==> src/inc/msi_regs.svh <==
// constants of the motor switch interlock controller
// Function
// host traffic: both leds flash fast together
// emergency low: switch off, leds together, refuse
// emergency high: allow switching, leds alternate
// link 19200 or 38400 baud, 8N1
// dip 1-2 protocol, dip 3 baud rate
// eight dip switches give address, baud, protocol
// every register is one 16-bit word
// state register: 0 off, 1 on
// inputs register: padlock, handle, emergency bits
// padlock engaged: ignore switching commands
// handle low (manual): ignore switching commands
// switch only with padlock free, handle, emergency high
// 0xac00 switches off, 0xac01 switches on
// host rereads state about one second later
// timeout in tenths drops output; zero disables
// refused command changes nothing, never queued
`ifndef MSI_REGS_SVH
`define MSI_REGS_SVH

// ************************************************************
// register offsets (protocol addresses minus base)
// ************************************************************
`define MSI_IN_STATE      16'h0000
`define MSI_IN_INLK       16'h0001
`define MSI_HOLD_CMD      16'h0000
`define MSI_HOLD_TMO      16'h0001
`define MSI_REG_COUNT     16'h0002
`define MSI_TMO_RESET     16'h0000

// ************************************************************
// command values, function codes, exception codes
// ************************************************************
`define MSI_CMD_OFF       16'hac00
`define MSI_CMD_ON        16'hac01
`define MSI_FC_RD_HOLD    8'h03
`define MSI_FC_RD_INPUT   8'h04
`define MSI_FC_WR_SINGLE  8'h06
`define MSI_FC_EXC_FLAG   8'h80
`define MSI_EXC_FUNC      8'h01
`define MSI_EXC_ADDR      8'h02
`define MSI_EXC_VALUE     8'h03
`define MSI_NODE_BCAST    5'h00
`define MSI_PROTO_MODBUS  2'h0
`define MSI_REQ_LEN       4'h8
`define MSI_CRC_INIT      16'hffff
`define MSI_CRC_POLY      16'ha001

// ************************************************************
// field positions of the interlock inputs word
// ************************************************************
`define MSI_BIT_PADLOCK   0
`define MSI_BIT_HANDLE    1
`define MSI_BIT_EMERG     2

// ************************************************************
// timing
// ************************************************************
`define MSI_CLK_HZ        100000000
`define MSI_BAUD_LO       19200
`define MSI_BAUD_HI       38400
`define MSI_GAP_BITS      39
`define MSI_TICK_MS       100
`define MSI_LED_HALF_MS   1000
`define MSI_LED_HALF_TICKS (`MSI_LED_HALF_MS / `MSI_TICK_MS)
`define MSI_ACT_HOLD_TICKS 5

`endif

==> src/inc/msi_pkg.sv <==
// types of the motor switch interlock controller
package msi_pkg;

  // ************************************************************
  // carriers
  // ************************************************************
  typedef struct packed {
    logic emergency;
    logic handle;
    logic padlock;
  } msi_inlk_t;

  typedef struct packed {
    logic [4:0] node;
    logic       baud_hi;
    logic [1:0] proto;
  } msi_dip_t;

  typedef struct packed {
    logic       valid;
    logic [7:0] data;
  } msi_byte_t;

  // ************************************************************
  // frame engine states
  // ************************************************************
  typedef enum logic [1:0] {
    MSI_ST_RECV = 2'b00,
    MSI_ST_EXEC = 2'b01,
    MSI_ST_SEND = 2'b10
  } msi_state_t;

endpackage : msi_pkg

==> src/verilog/msi_uart.sv <==
// serial byte receiver and transmitter, 8 data bits, no parity, 1 stop
`timescale 1ns/100ps
`default_nettype none

module msi_uart (
  input  wire logic             clk_sys,
  input  wire logic             nrst,
  input  wire logic [15:0]      bit_cyc,
  input  wire logic             rxd,
  output msi_pkg::msi_byte_t    rx_byte,
  input  wire logic             tx_valid,
  input  wire logic [7:0]       tx_data,
  output logic                  tx_ready,
  output logic                  txd
);

  logic        rx_busy_r, rx_busy_nxt;
  logic [15:0] rx_cnt_r,  rx_cnt_nxt;
  logic [3:0]  rx_bit_r,  rx_bit_nxt;
  logic [7:0]  rx_sh_r,   rx_sh_nxt;
  msi_pkg::msi_byte_t rx_out_r, rx_out_nxt;
  logic        tx_busy_r, tx_busy_nxt;
  logic [15:0] tx_cnt_r,  tx_cnt_nxt;
  logic [3:0]  tx_bit_r,  tx_bit_nxt;
  logic [9:0]  tx_sh_r,   tx_sh_nxt;
  logic        txd_r,     txd_nxt;

  // receiver: sample mid-bit, start, 8 data lsb first, stop
  always_comb begin
    rx_busy_nxt = rx_busy_r;
    rx_cnt_nxt  = rx_cnt_r;
    rx_bit_nxt  = rx_bit_r;
    rx_sh_nxt   = rx_sh_r;
    rx_out_nxt  = '0;
    if (!rx_busy_r) begin
      if (!rxd) begin
        rx_busy_nxt = 1'b1;
        rx_cnt_nxt  = bit_cyc >> 1;
        rx_bit_nxt  = 4'h0;
      end
    end else if (rx_cnt_r != 16'h0000) begin
      rx_cnt_nxt = rx_cnt_r - 16'h0001;
    end else begin
      rx_cnt_nxt = bit_cyc - 16'h0001;
      rx_bit_nxt = rx_bit_r + 4'h1;
      if (rx_bit_r == 4'h0) begin
        rx_busy_nxt = ~rxd;                          // false start
      end else if (rx_bit_r < 4'h9) begin
        rx_sh_nxt = {rxd, rx_sh_r[7:1]};
      end else begin
        rx_busy_nxt      = 1'b0;
        rx_out_nxt.valid = rxd;                      // bad stop bit drops byte
        rx_out_nxt.data  = rx_sh_r;
      end
    end
  end

  // transmitter: shift a 10 bit frame out
  always_comb begin
    tx_busy_nxt = tx_busy_r;
    tx_cnt_nxt  = tx_cnt_r;
    tx_bit_nxt  = tx_bit_r;
    tx_sh_nxt   = tx_sh_r;
    txd_nxt     = txd_r;
    if (!tx_busy_r) begin
      txd_nxt = 1'b1;
      if (tx_valid) begin
        tx_busy_nxt = 1'b1;
        tx_sh_nxt   = {1'b1, tx_data, 1'b0};
        tx_cnt_nxt  = 16'h0000;
        tx_bit_nxt  = 4'h0;
      end
    end else if (tx_cnt_r != 16'h0000) begin
      tx_cnt_nxt = tx_cnt_r - 16'h0001;
    end else if (tx_bit_r == 4'ha) begin
      tx_busy_nxt = 1'b0;
    end else begin
      txd_nxt    = tx_sh_r[0];
      tx_sh_nxt  = {1'b1, tx_sh_r[9:1]};
      tx_bit_nxt = tx_bit_r + 4'h1;
      tx_cnt_nxt = bit_cyc - 16'h0001;
    end
  end

  // state registers
  always_ff @(posedge clk_sys or negedge nrst) begin
    if (!nrst) begin
      rx_busy_r <= 1'b0;
      rx_cnt_r  <= 16'h0000;
      rx_bit_r  <= 4'h0;
      rx_sh_r   <= 8'h00;
      rx_out_r  <= '0;
      tx_busy_r <= 1'b0;
      tx_cnt_r  <= 16'h0000;
      tx_bit_r  <= 4'h0;
      tx_sh_r   <= 10'h3ff;
      txd_r     <= 1'b1;
    end else begin
      rx_busy_r <= rx_busy_nxt;
      rx_cnt_r  <= rx_cnt_nxt;
      rx_bit_r  <= rx_bit_nxt;
      rx_sh_r   <= rx_sh_nxt;
      rx_out_r  <= rx_out_nxt;
      tx_busy_r <= tx_busy_nxt;
      tx_cnt_r  <= tx_cnt_nxt;
      tx_bit_r  <= tx_bit_nxt;
      tx_sh_r   <= tx_sh_nxt;
      txd_r     <= txd_nxt;
    end
  end

  assign rx_byte  = rx_out_r;
  assign tx_ready = ~tx_busy_r;
  assign txd      = txd_r;

endmodule : msi_uart
`default_nettype wire

==> src/verilog/msi_top.sv <==
// motor switch interlock controller with serial register access
`timescale 1ns/100ps
`default_nettype none
`include "msi_regs.svh"

module msi_top #(
  parameter int BIT_CYC_LO = `MSI_CLK_HZ / `MSI_BAUD_LO,
  parameter int BIT_CYC_HI = `MSI_CLK_HZ / `MSI_BAUD_HI,
  parameter int TICK_CYC   = `MSI_CLK_HZ / 1000 * `MSI_TICK_MS
) (
  input  wire logic       clk_sys,
  input  wire logic       nrst,
  input  wire logic       rs485_rx,
  output logic            rs485_tx,
  output logic            rs485_tx_oe,
  input  wire logic [7:0] dip_sw,
  input  wire logic       padlock_lock_input,
  input  wire logic       handle_presence_input,
  input  wire logic       emergency_button_input,
  output logic            switch_on,
  output logic            led_a,
  output logic            led_b
);

  // ************************************************************
  // helpers
  // ************************************************************
  function automatic logic [15:0] msi_crc_byte(input logic [15:0] c, input logic [7:0] d);
    logic [15:0] x;
    x = c ^ {8'h00, d};
    for (int i = 0; i < 8; i++) begin
      x = x[0] ? ((x >> 1) ^ `MSI_CRC_POLY) : (x >> 1);
    end
    return x;
  endfunction : msi_crc_byte

  // ************************************************************
  // pin synchronisers
  // ************************************************************
  logic [11:0] sync1_r, sync2_r;
  msi_pkg::msi_inlk_t inlk;
  msi_pkg::msi_dip_t  dip;
  logic               rxd_s;

  // two flops on every pin input
  always_ff @(posedge clk_sys or negedge nrst) begin
    if (!nrst) begin
      sync1_r <= 12'h001;
      sync2_r <= 12'h001;
    end else begin
      sync1_r <= {dip_sw, emergency_button_input, handle_presence_input,
                  padlock_lock_input, rs485_rx};
      sync2_r <= sync1_r;
    end
  end

  assign rxd_s = sync2_r[0];
  assign inlk  = sync2_r[3:1];
  assign dip   = sync2_r[11:4];

  // ************************************************************
  // timebase and indicator leds
  // ************************************************************
  logic [31:0] tick_cnt_r, tick_cnt_nxt;
  logic [7:0]  slow_cnt_r, slow_cnt_nxt;
  logic [7:0]  act_cnt_r,  act_cnt_nxt;
  logic        slow_ph_r,  slow_ph_nxt;
  logic        fast_ph_r,  fast_ph_nxt;
  logic        led_a_r,    led_a_nxt;
  logic        led_b_r,    led_b_nxt;
  logic        tick;
  logic        frame_hit;

  assign tick = (tick_cnt_r == 32'(TICK_CYC - 1));

  // tenth-second tick, one second half period, activity hold
  always_comb begin
    tick_cnt_nxt = tick ? 32'h0000_0000 : tick_cnt_r + 32'h0000_0001;
    slow_cnt_nxt = slow_cnt_r;
    slow_ph_nxt  = slow_ph_r;
    fast_ph_nxt  = fast_ph_r;
    act_cnt_nxt  = act_cnt_r;
    if (tick) begin
      fast_ph_nxt = ~fast_ph_r;
      if (act_cnt_r != 8'h00) act_cnt_nxt = act_cnt_r - 8'h01;
      if (slow_cnt_r == 8'(`MSI_LED_HALF_TICKS - 1)) begin
        slow_cnt_nxt = 8'h00;
        slow_ph_nxt  = ~slow_ph_r;
      end else begin
        slow_cnt_nxt = slow_cnt_r + 8'h01;
      end
    end
    if (frame_hit) act_cnt_nxt = 8'(`MSI_ACT_HOLD_TICKS);
    if (act_cnt_r != 8'h00) begin
      led_a_nxt = fast_ph_r;
      led_b_nxt = fast_ph_r;
    end else if (!inlk.emergency) begin
      led_a_nxt = slow_ph_r;
      led_b_nxt = slow_ph_r;
    end else begin
      led_a_nxt = slow_ph_r;
      led_b_nxt = ~slow_ph_r;
    end
  end

  // led registers
  always_ff @(posedge clk_sys or negedge nrst) begin
    if (!nrst) begin
      tick_cnt_r <= 32'h0000_0000;
      slow_cnt_r <= 8'h00;
      act_cnt_r  <= 8'h00;
      slow_ph_r  <= 1'b0;
      fast_ph_r  <= 1'b0;
      led_a_r    <= 1'b0;
      led_b_r    <= 1'b0;
    end else begin
      tick_cnt_r <= tick_cnt_nxt;
      slow_cnt_r <= slow_cnt_nxt;
      act_cnt_r  <= act_cnt_nxt;
      slow_ph_r  <= slow_ph_nxt;
      fast_ph_r  <= fast_ph_nxt;
      led_a_r    <= led_a_nxt;
      led_b_r    <= led_b_nxt;
    end
  end

  // ************************************************************
  // serial port
  // ************************************************************
  logic [15:0]        bit_cyc;
  msi_pkg::msi_byte_t rx_byte;
  logic               tx_valid, tx_ready;
  logic [7:0]         tx_data;

  assign bit_cyc = dip.baud_hi ? 16'(BIT_CYC_HI) : 16'(BIT_CYC_LO);

  msi_uart u_uart (
    .clk_sys  (clk_sys),
    .nrst     (nrst),
    .bit_cyc  (bit_cyc),
    .rxd      (rxd_s),
    .rx_byte  (rx_byte),
    .tx_valid (tx_valid),
    .tx_data  (tx_data),
    .tx_ready (tx_ready),
    .txd      (rs485_tx)
  );

  // ************************************************************
  // frame engine
  // ************************************************************
  msi_pkg::msi_state_t st_r, st_nxt;
  logic [7:0]  rx_buf_r [0:7];
  logic [7:0]  rx_buf_nxt [0:7];
  logic [7:0]  tx_buf_r [0:6];
  logic [7:0]  tx_buf_nxt [0:6];
  logic [3:0]  rx_idx_r, rx_idx_nxt;
  logic [3:0]  tx_idx_r, tx_idx_nxt;
  logic [3:0]  tx_len_r, tx_len_nxt;
  logic [15:0] rx_crc_r, rx_crc_nxt;
  logic [15:0] tx_crc_r, tx_crc_nxt;
  logic [31:0] gap_r,    gap_nxt;
  logic        in_fr_r,  in_fr_nxt;
  logic        oe_r,     oe_nxt;
  logic [7:0]  fc;
  logic [15:0] ra, val, rd0, rd1;
  logic [31:0] gap_cyc;
  logic        frame_ok, wr_cmd, wr_tmo;
  logic        sw_on_r, sw_on_nxt;
  logic [15:0] tmo_r,   tmo_nxt;
  logic [15:0] tcnt_r,  tcnt_nxt;

  // request fields and register reads
  assign fc      = rx_buf_r[1];
  assign ra      = {rx_buf_r[2], rx_buf_r[3]};
  assign val     = {rx_buf_r[4], rx_buf_r[5]};
  assign gap_cyc = {16'h0000, bit_cyc} * 32'(`MSI_GAP_BITS);
  assign frame_ok = (rx_idx_r == `MSI_REQ_LEN) && (rx_crc_r == 16'h0000)
                  && (dip.proto == `MSI_PROTO_MODBUS)
                  && (rx_buf_r[0] == {3'h0, dip.node} || rx_buf_r[0][4:0] == `MSI_NODE_BCAST
                      && rx_buf_r[0][7:5] == 3'h0);
  assign frame_hit = (st_r == msi_pkg::MSI_ST_EXEC);
  // input words: switch state and interlocks; holding: command reads zero
  assign rd0 = (fc == `MSI_FC_RD_INPUT) ? {15'h0000, sw_on_r} : 16'h0000;
  assign rd1 = (fc == `MSI_FC_RD_INPUT) ? {13'h0000, inlk} : tmo_r;
  assign wr_cmd = frame_hit && fc == `MSI_FC_WR_SINGLE && ra == `MSI_HOLD_CMD
               && (val == `MSI_CMD_ON || val == `MSI_CMD_OFF);
  assign wr_tmo = frame_hit && fc == `MSI_FC_WR_SINGLE && ra == `MSI_HOLD_TMO;

  // receive, decode, answer
  always_comb begin
    st_nxt     = st_r;
    rx_buf_nxt = rx_buf_r;
    tx_buf_nxt = tx_buf_r;
    rx_idx_nxt = rx_idx_r;
    tx_idx_nxt = tx_idx_r;
    tx_len_nxt = tx_len_r;
    rx_crc_nxt = rx_crc_r;
    tx_crc_nxt = tx_crc_r;
    gap_nxt    = gap_r;
    in_fr_nxt  = in_fr_r;
    tx_valid   = 1'b0;
    tx_data    = 8'h00;
    case (st_r)
      msi_pkg::MSI_ST_RECV: begin
        if (rx_byte.valid) begin
          in_fr_nxt = 1'b1;
          gap_nxt   = 32'h0000_0000;
          if (rx_idx_r < `MSI_REQ_LEN) begin
            rx_buf_nxt[rx_idx_r[2:0]] = rx_byte.data;
            rx_crc_nxt = msi_crc_byte(rx_crc_r, rx_byte.data);
          end
          if (rx_idx_r <= `MSI_REQ_LEN) rx_idx_nxt = rx_idx_r + 4'h1;
        end else if (in_fr_r) begin
          gap_nxt = gap_r + 32'h0000_0001;
          if (gap_r >= gap_cyc) begin
            in_fr_nxt  = 1'b0;
            rx_idx_nxt = 4'h0;
            rx_crc_nxt = `MSI_CRC_INIT;
            if (frame_ok) st_nxt = msi_pkg::MSI_ST_EXEC;
          end
        end
      end
      msi_pkg::MSI_ST_EXEC: begin
        tx_buf_nxt[0] = rx_buf_r[0];
        tx_buf_nxt[1] = fc;
        tx_idx_nxt    = 4'h0;
        tx_crc_nxt    = `MSI_CRC_INIT;
        st_nxt        = (rx_buf_r[0] == 8'h00) ? msi_pkg::MSI_ST_RECV : msi_pkg::MSI_ST_SEND;
        if (fc == `MSI_FC_RD_HOLD || fc == `MSI_FC_RD_INPUT) begin
          if (val == 16'h0000 || val > `MSI_REG_COUNT || ra >= `MSI_REG_COUNT
              || ra + val > `MSI_REG_COUNT) begin
            tx_buf_nxt[1] = fc | `MSI_FC_EXC_FLAG;
            tx_buf_nxt[2] = `MSI_EXC_ADDR;
            tx_len_nxt    = 4'h3;
          end else begin
            tx_buf_nxt[2] = {val[6:0], 1'b0};
            tx_buf_nxt[3] = (ra == 16'h0000) ? rd0[15:8] : rd1[15:8];
            tx_buf_nxt[4] = (ra == 16'h0000) ? rd0[7:0]  : rd1[7:0];
            tx_buf_nxt[5] = rd1[15:8];
            tx_buf_nxt[6] = rd1[7:0];
            tx_len_nxt    = 4'h3 + {val[2:0], 1'b0};
          end
        end else if (fc == `MSI_FC_WR_SINGLE) begin
          tx_buf_nxt[2] = rx_buf_r[2];
          tx_buf_nxt[3] = rx_buf_r[3];
          tx_buf_nxt[4] = rx_buf_r[4];
          tx_buf_nxt[5] = rx_buf_r[5];
          tx_len_nxt    = 4'h6;
          if (!wr_cmd && !wr_tmo) begin
            tx_buf_nxt[1] = fc | `MSI_FC_EXC_FLAG;
            tx_buf_nxt[2] = (ra == `MSI_HOLD_CMD) ? `MSI_EXC_VALUE : `MSI_EXC_ADDR;
            tx_len_nxt    = 4'h3;
          end
        end else begin
          tx_buf_nxt[1] = fc | `MSI_FC_EXC_FLAG;
          tx_buf_nxt[2] = `MSI_EXC_FUNC;
          tx_len_nxt    = 4'h3;
        end
      end
      msi_pkg::MSI_ST_SEND: begin
        if (tx_idx_r < tx_len_r + 4'h2) begin
          tx_valid = 1'b1;
          if (tx_idx_r < tx_len_r) tx_data = tx_buf_r[tx_idx_r[2:0]];
          else if (tx_idx_r == tx_len_r) tx_data = tx_crc_r[7:0];
          else tx_data = tx_crc_r[15:8];
          if (tx_ready) begin
            tx_idx_nxt = tx_idx_r + 4'h1;
            if (tx_idx_r < tx_len_r) tx_crc_nxt = msi_crc_byte(tx_crc_r, tx_data);
          end
        end else if (tx_ready) begin
          st_nxt = msi_pkg::MSI_ST_RECV;
        end
      end
      default: st_nxt = msi_pkg::MSI_ST_RECV;
    endcase
    oe_nxt = (st_nxt == msi_pkg::MSI_ST_SEND);
  end

  // frame engine registers
  always_ff @(posedge clk_sys or negedge nrst) begin
    if (!nrst) begin
      st_r     <= msi_pkg::MSI_ST_RECV;
      rx_buf_r <= '{default: 8'h00};
      tx_buf_r <= '{default: 8'h00};
      rx_idx_r <= 4'h0;
      tx_idx_r <= 4'h0;
      tx_len_r <= 4'h0;
      rx_crc_r <= `MSI_CRC_INIT;
      tx_crc_r <= `MSI_CRC_INIT;
      gap_r    <= 32'h0000_0000;
      in_fr_r  <= 1'b0;
      oe_r     <= 1'b0;
    end else begin
      st_r     <= st_nxt;
      rx_buf_r <= rx_buf_nxt;
      tx_buf_r <= tx_buf_nxt;
      rx_idx_r <= rx_idx_nxt;
      tx_idx_r <= tx_idx_nxt;
      tx_len_r <= tx_len_nxt;
      rx_crc_r <= rx_crc_nxt;
      tx_crc_r <= tx_crc_nxt;
      gap_r    <= gap_nxt;
      in_fr_r  <= in_fr_nxt;
      oe_r     <= oe_nxt;
    end
  end

  // ************************************************************
  // switch control and communication timeout
  // ************************************************************
  always_comb begin
    sw_on_nxt = sw_on_r;
    tmo_nxt   = tmo_r;
    tcnt_nxt  = tcnt_r;
    if (tick && sw_on_r && tmo_r != 16'h0000) begin
      tcnt_nxt = tcnt_r + 16'h0001;
      if (tcnt_r + 16'h0001 >= tmo_r) sw_on_nxt = 1'b0;
    end
    // refused commands fall through untouched and are dropped
    if (wr_cmd && !inlk.padlock && inlk.handle && inlk.emergency) begin
      sw_on_nxt = (val == `MSI_CMD_ON);
      tcnt_nxt  = 16'h0000;
    end
    if (wr_tmo) tmo_nxt = val;
    if (!inlk.emergency) sw_on_nxt = 1'b0;
  end

  // switch registers
  always_ff @(posedge clk_sys or negedge nrst) begin
    if (!nrst) begin
      sw_on_r <= 1'b0;
      tmo_r   <= `MSI_TMO_RESET;
      tcnt_r  <= 16'h0000;
    end else begin
      sw_on_r <= sw_on_nxt;
      tmo_r   <= tmo_nxt;
      tcnt_r  <= tcnt_nxt;
    end
  end

  assign switch_on   = sw_on_r;
  assign rs485_tx_oe = oe_r;
  assign led_a       = led_a_r;
  assign led_b       = led_b_r;

endmodule : msi_top
`default_nettype wire

==> config.mk <==
export PLATFORM = sky130hd
export DESIGN_NAME = msi_top
export DESIGN_NICKNAME = d
export VERILOG_FILES = /design/src/inc/msi_pkg.sv /design/src/verilog/msi_uart.sv /design/src/verilog/msi_top.sv
export VERILOG_INCLUDE_DIRS = /design/src /design/src/inc
export SDC_FILE = /design/constraint.sdc
export NUM_CORES = 1
export LEC_CHECK = 0
export BUFFER_PORTS_ARGS = -buffer_cell sky130_fd_sc_hd__clkbuf_2
export CAP_MARGIN = 20
export CORE_AREA = 10 10 222 224
export DETAILED_ROUTE_END_ITERATION = 12
export DIE_AREA = 0 0 232 234
export HOLD_SLACK_MARGIN = 0.08
export MAX_ROUTING_LAYER = met4
export PLACE_DENSITY = 0.67
export SYNTH_ARGS = -nofsm -noshare
export SYNTH_HDL_FRONTEND = slang
export SYNTH_HIERARCHICAL = 1
export SYNTH_SLANG_ARGS = --single-unit
==> constraint.sdc <==
create_clock -name clk_sys -period 4.8 [get_ports clk_sys]
set_clock_uncertainty 0.2 [all_clocks]
set_input_delay 0.96 -clock clk_sys [delete_from_list [all_inputs] [get_ports clk_sys]]
set_output_delay 0.96 -clock clk_sys [all_outputs]
set_load 0.03 [all_outputs]
==> metrics, run 1 <==
status completed; crit path from rx_buf_r[16]; post-synthesis cell type count 86; CTS tree yes; CTS Buf Count 41; Avg WL per Cell 17.4 um; Final Cell Area 22200 um^2; CP Capture Type register; Crit Path Max Fanout 27; vias in the first global route 14735; ys async rst share 1.00; routed wl met3 2090 um; Layout fillers 4112; final setup fails 0; family with the most delay on the worst path simple AND/OR/NAND/NOR gates; crit-path cells ha_1 -> inv_1 -> fa_1 -> o221ai_1 -> nor4_1 -> o2111ai_1 -> nor4_1 -> o2111ai_1 -> a2111oi_4 -> buf_4 -> nand4_1 -> mux2_2; Area Overhead vs Synth 12.0%; worst hold path depth 0; GPL Wtd Cong 0.943; syn_area_per_cell 9.84 um^2; Leakage 10.0 nW; crit path launch type register; FP Rows 78; EDFF count, synth 0; crit path time final 4180 ps; Worst-Margin Slew 990 ps; Worst EP arrival 4420 ps; effective utilization at floorplan 0.442; Gate Count Post-Synth 2018; DP HPWL 32300 um; nets 2157; CTS sink count 362; die span in x 232 um; Sw Ratio 0.228; Max Cap Viol 0; GRT overflow 0; Setup Crit Path Kind reg -> reg; initial antenna violation count 1; CP bufs+invs 2; DP Area 20800 um^2; CTS Root Cell clkbuf_16; highest routed metal layer met4; period utilization 0.871; Seq pwr share 0.467; r2r worst-path depth 12; register area share after synthesis 0.459; die height 234 um; Post-CTS Hold Buffers 0; Internal 5.25 mW; clock tree buffer depth 3; Hold Path End sync2_r[1]; Max VDD drop 0.261 mV; final setup TNS 0 ps; DRT Pass-1 Iters 5; RSZ-0062 raised after global routing false; post-CTS setup buffer count 0; CP Data Required Time 5040 ps; Combinational Power Share 0.035; DIE AREA 54300 um^2; FF-to-FF setup slack 620 ps; P_sw 1.55 mW; hold_sp sync1_r[1]; main flop type after synthesis dfrtp_1; Slowest Stage Delay on Critical Path 480 ps; slowest stage cell, crit path fa_1; clock latency reported for the late side of the worst-skew pair 570 ps; metal2 WL 22200 um; PwrDens 306 nW/um^2; R2R Path End tx_buf_r[2]; Clock transition at path regs 60 ps; CTS resizes 0; via count 15074; pin count of the biggest net entering global routing 95; relative slew slack 0.339; I/O pin total 19; power share of the clock group 0.499; initial DRC count 1359; share of layout cells above drive strength 1 0.136; Seq cells post-synth 362; # DRC 0; DRT antenna net count 0; Final Hold Vio Count 0; Port Buffer Count 18; Worst R2R Start rx_buf_r[16]; Mapped Area 19900 um^2; DR vias/cell 5.59; Max Fclk 239 MHz; htree depth 2; Post-Route WL 47000 um; aggregate global-route resource usage 0.178; synth warn 6; core area 44900 um^2; wl on met1 21700 um; first-pass GRT wire length 77900 um; Worst Hold Class reg -> reg; final slew viol count 0
==> power by group through the flow <==
stage / Combinational (mW) / Clock (mW) / Sequential (mW)
after floorplan: 0.135 / 0 / 3.21
after global placement: 0.231 / 0 / 3.22
after detailed placement: 0.238 / 0 / 3.22
after CTS: 0.238 / 3.46 / 3.17
after global routing: 0.270 / 3.60 / 3.18
final: 0.236 / 3.39 / 3.17
==> worst max-delay path by stage <==
stage	to	slack (ps)	depth (start not counted)
finish	tx_buf_r[2]	620	12
global route	tx_buf_r[2]	220	11
CTS	tx_buf_r[2]	630	12
detailed placement	tx_buf_r[2]	660	12
global placement	tx_buf_r[1]	690	12
floorplan	rx_idx_r[3]	1250	12
==> worst reg2reg max path, cell delays in order, from the launching register on <==
cell and delay, ps:
dfrtp_1 470, ha_1 220, inv_1 60, fa_1 480, o221ai_1 130, nor4_1 350, o2111ai_1 160, nor4_1 220
o2111ai_1 210, a2111oi_4 360, buf_4 300, nand4_1 470, mux2_2 450
==> cells in the final DEF, fill, tap and decap left out, types with 32 or more instances in the layout <==
cell type	synthesis	final
dfrtp_1	318	318
nor2_1	203	203
nand2_1	154	154
a21oi_1	114	114
mux2_2	99	99
o21ai_0	98	98
xnor2_1	90	90
xor2_1	78	78
ha_1	77	77
inv_1	71	71
nand3_1	62	62
nor3_1	57	56
nor4_1	54	53
and3_1	49	49
dfstp_2	44	44
clkbuf_16	0	41
mux2i_1	34	34
conb_1	2	32
==> flip-flops by register name (all words and copies together), names as in the netlist, 9 cells and up <==
register / cells
gap_r: 32
rx_crc_r: 16
u_uart/tx_sh_r: 9
sync2_r: 12
tx_crc_r: 16
tx_buf_r: 56
u_uart/tx_cnt_r: 16
u_uart/rx_byte: 9
u_uart/rx_cnt_r: 16
rx_buf_r: 24
ra: 16
tcnt_r: 16
sync1_r: 12
tmo_r: 16
tick_cnt_r: 32
==> cell usage after synthesis, drive strengths merged (5+ instances only) <==
cell type,instances,area share
a2111oi,7,0.0040
a21o,19,0.0072
a21oi,114,0.029
a221o,7,0.0035
a22o,8,0.0036
a22oi,18,0.0068
and2,13,0.0041
and3,49,0.015
and4,6,0.0026
buf,17,0.0052
clkbuf,56,0.011
dfrtp,318,0.40
dfstp,44,0.058
ha,77,0.049
inv,71,0.013
mux2,99,0.056
mux2i,34,0.017
nand2,154,0.029
nand2b,31,0.0098
nand3,63,0.017
nand3b,5,0.0019
nand4,29,0.0091
nor2,204,0.039
nor2b,28,0.0088
nor3,57,0.014
nor3b,6,0.0023
nor4,55,0.018
nor4b,6,0.0034
o2111ai,6,0.0026
o211ai,7,0.0026
o21a,7,0.0026
o21ai,105,0.026
o221ai,13,0.0057
o22a,8,0.0035
o22ai,5,0.0016
o31ai,8,0.0033
or2,8,0.0025
or3,20,0.0064
or4,10,0.0040
xnor2,90,0.040
xor2,78,0.034
==> cells by family (layout without fill, tap and decap cells) <==
| family | after synthesis | in the layout | synth area share |
|---|---|---|---|
| simple gates | 750 | 750 | 0.190 |
| flops | 362 | 362 | 0.459 |
| buf+inv | 148 | 197 | 0.0299 |
| compound gates | 374 | 374 | 0.121 |
| fa+ha+maj | 78 | 78 | 0.0495 |
| xor+xnor | 169 | 169 | 0.0752 |
| mux | 135 | 135 | 0.0755 |
| other cells | 2 | 33 | 0.000378 |
==> cell type report <==
class	instances	area, um^2	share of cell area
Antenna cell	1	2.50	0.000112
Clock buffer	56	1170	0.0527
Clock inverter	19	280	0.0126
Inverter	75	282	0.0127
Multi-Input combinational cell	1538	10300	0.463
Sequential cell	362	9110	0.410
Tap cell	600	751	0.0337
Timing Repair Buffer	47	355	0.0160
==> metal layers <==
metal	GRT usage	up-vias
li1	-	7260
met1	0.235	7428
met2	0.283	308
met3	0.0247	78
met4	0.0517	0
met5	-	-
==> metrics by stage <==
stage	utilization	total power, mW	hold slack, ps	setup WS, ps	cells
2_1_floorplan	-	3.34	131	1250	2048
3_3_place_gp	0.463	3.45	132	687	2620
3_5_place_dp	0.463	3.46	139	664	2620
4_1_cts	0.495	6.87	149	628	2695
5_1_grt	0.496	7.05	154	225	2698
6_report	0.496	6.80	147	617	2698
Note: power is estimated with default switching activity, not from simulation.
==> run 2: changes to the inputs <==
--- a/config.mk
+++ b/config.mk
@@ -8,12 +8,14 @@
 export LEC_CHECK = 0
 export BUFFER_PORTS_ARGS = -buffer_cell sky130_fd_sc_hd__clkbuf_2
 export CAP_MARGIN = 20
-export CORE_AREA = 10 10 222 224
+export CELL_PAD_IN_SITES_DETAIL_PLACEMENT = 1
+export CELL_PAD_IN_SITES_GLOBAL_PLACEMENT = 2
+export CORE_AREA = 10 10 229 231
 export DETAILED_ROUTE_END_ITERATION = 12
-export DIE_AREA = 0 0 232 234
+export DIE_AREA = 0 0 239 241
 export HOLD_SLACK_MARGIN = 0.08
 export MAX_ROUTING_LAYER = met4
-export PLACE_DENSITY = 0.67
+export PLACE_DENSITY = 0.87
 export SYNTH_ARGS = -nofsm -noshare
 export SYNTH_HDL_FRONTEND = slang
 export SYNTH_HIERARCHICAL = 1
==> metrics, run 2 (same netlist as run 1, synthesis figures left out) <==
worst slack, placed 604 ps; share of layout cells above drive strength 1 0.134; slowest stage cell, crit path fa_1; hold_sp sync1_r[5]; FF-to-FF setup slack 500 ps; final worst slack 496 ps; PwrDens 302 nW/um^2; initial antenna violation count 0; GPL Wtd Cong 0.858; CTS tree yes; Max Cap Viol 0; Biggest register tx_buf_r; core area 47500 um^2; nets 2161; R2R Path End tx_buf_r[19]; ANT cells 0; Clock transition at path regs 60 ps; fin cells 2718; # DRC 0; Worst R2R Start rx_buf_r[16]; crit path time final 4300 ps; Pwr Total 6.73 mW; aggregate global-route resource usage 0.194; CTS sink count 362; DRT antenna net count 0; relative slew slack 0.291; status completed; final setup fails 0; Setup Crit Path Kind reg -> reg; Max Fclk 232 MHz; Area Overhead vs Synth 12.0%; Avg WL per Cell 19.8 um; vias in the first global route 16142; CTS Root Cell clkbuf_16; FP Rows 80; Worst Hold Class reg -> reg; die span in x 239 um; htree depth 2; pin count of the biggest net entering global routing 93; Slowest Stage Delay on Critical Path 510 ps; Worst-Margin Slew 1060 ps; CP Data Required Time 5040 ps; Final Hold Vio Count 0; crit-path cells ha_1 -> inv_1 -> fa_1 -> o221ai_1 -> nor4_1 -> o2111ai_1 -> nor4_1 -> o2111ai_1 -> a2111oi_4 -> buf_4 -> a41oi_2 -> buf_4 -> nand2_1 -> o21ai_0; Sequential Area 9110 um^2; CP Capture Type register; Max VDD drop 0.262 mV; GRT overflow 0; I/O pin total 19; largest registers tx_buf_r: 56 flops, gap_r: 32 flops, tick_cnt_r: 32 flops; final core area utilization 0.468; effective utilization at floorplan 0.418; via count 15330; clock latency reported for the late side of the worst-skew pair 580 ps; RSZ-0062 raised after global routing false; multi-input logic area 10300 um^2; final slew viol count 0; Port Buffer Count 18; DRT Pass-1 Iters 5; Leakage 9.99 nW; CTS Buf Count 43; Post-Route WL 53800 um; Post-CTS Hold Buffers 0; most common cell after layout, fill and taps aside dfrtp_1; final setup TNS 0 ps; most frequent cells in the layout dfrtp_1, nor2_1, nand2_1; worst hold path depth 0; CTS resizes 0; Worst EP arrival 4540 ps; Hold Path End sync2_r[5]; Largest register FFs 56; crit path launch type register; first-pass GRT wire length 88300 um; die height 241 um; Post-Place Cells 2639; Crit Path Max Fanout 18; DIE AREA 57600 um^2; initial DRC count 933; DR vias/cell 5.64; DP HPWL 37700 um; Layout fillers 5255; clock tree buffer depth 3; r2r worst-path depth 14; post-CTS setup buffer count 0; period utilization 0.897
run 2: cell types whose count changed in the layout (fill, tap and decap cells not counted), moves of 2 or more:
cell / before / now
clkbuf_16: 41 / 44
clkbuf_1: 6 / 17
clkbuf_8: 9 / 3
bufinv_16: 6 / 4
buf_4: 26 / 28
inv_6: 4 / 1
run 2: area by class of cell:
class | instances | share of cell area
repair buffers | 49 | 0.0167
multi-input cells | 1538 | 0.463
clock inverters | 15 | 0.00889
flip-flops and latches | 362 | 0.410
clock buffers | 64 | 0.0542
inverters | 75 | 0.0127
well taps | 615 | 0.0346
run 2: layer usage:
layer,global-route usage,wire (um),vias to the layer above,part of all wire
met5,-,0,-,0
li1,-,-,7268,-
met2,0.317,25800,188,0.48
met3,0.0256,1530,92,0.028
met1,0.248,25100,7782,0.47
met4,0.0615,1380,0,0.026
run 2: worst max path at each step:
stage | start | depth (start not counted) | slack, ps | end
final | rx_buf_r[16] | 14 | 500 | tx_buf_r[19]
after global routing | rx_buf_r[16] | 12 | 150 | tx_buf_r[1]
after CTS | rx_buf_r[16] | 12 | 480 | tx_buf_r[1]
after detailed placement | rx_buf_r[16] | 14 | 600 | tx_buf_r[19]
after global placement | rx_buf_r[16] | 12 | 680 | tx_buf_r[1]
after floorplan | sync2_r[6] | 12 | 1250 | rx_idx_r[3]
run 2: per-stage QoR:
stage / area (um^2) / hold slack (ps)
2_1_floorplan: 20000 / 131
3_3_place_gp: 20800 / 134
3_5_place_dp: 20800 / 140
4_1_cts: 22200 / 153
5_1_grt: 22200 / 157
6_report: 22200 / 152
run 2: critical path: cells and delay by family (launching register included):
kind / cells / cell delay, ps
buf+inv: 3 / 670
fa+ha+maj: 2 / 740
simple gates: 3 / 630
compound gates: 6 / 1400
flops: 1 / 500
run 2: report_power, final:
part           total [mW]  switching [mW]  internal [mW]
sequential           3.18          0.0684           3.11
combinational       0.248           0.156         0.0917
clock                3.30            1.34           1.96
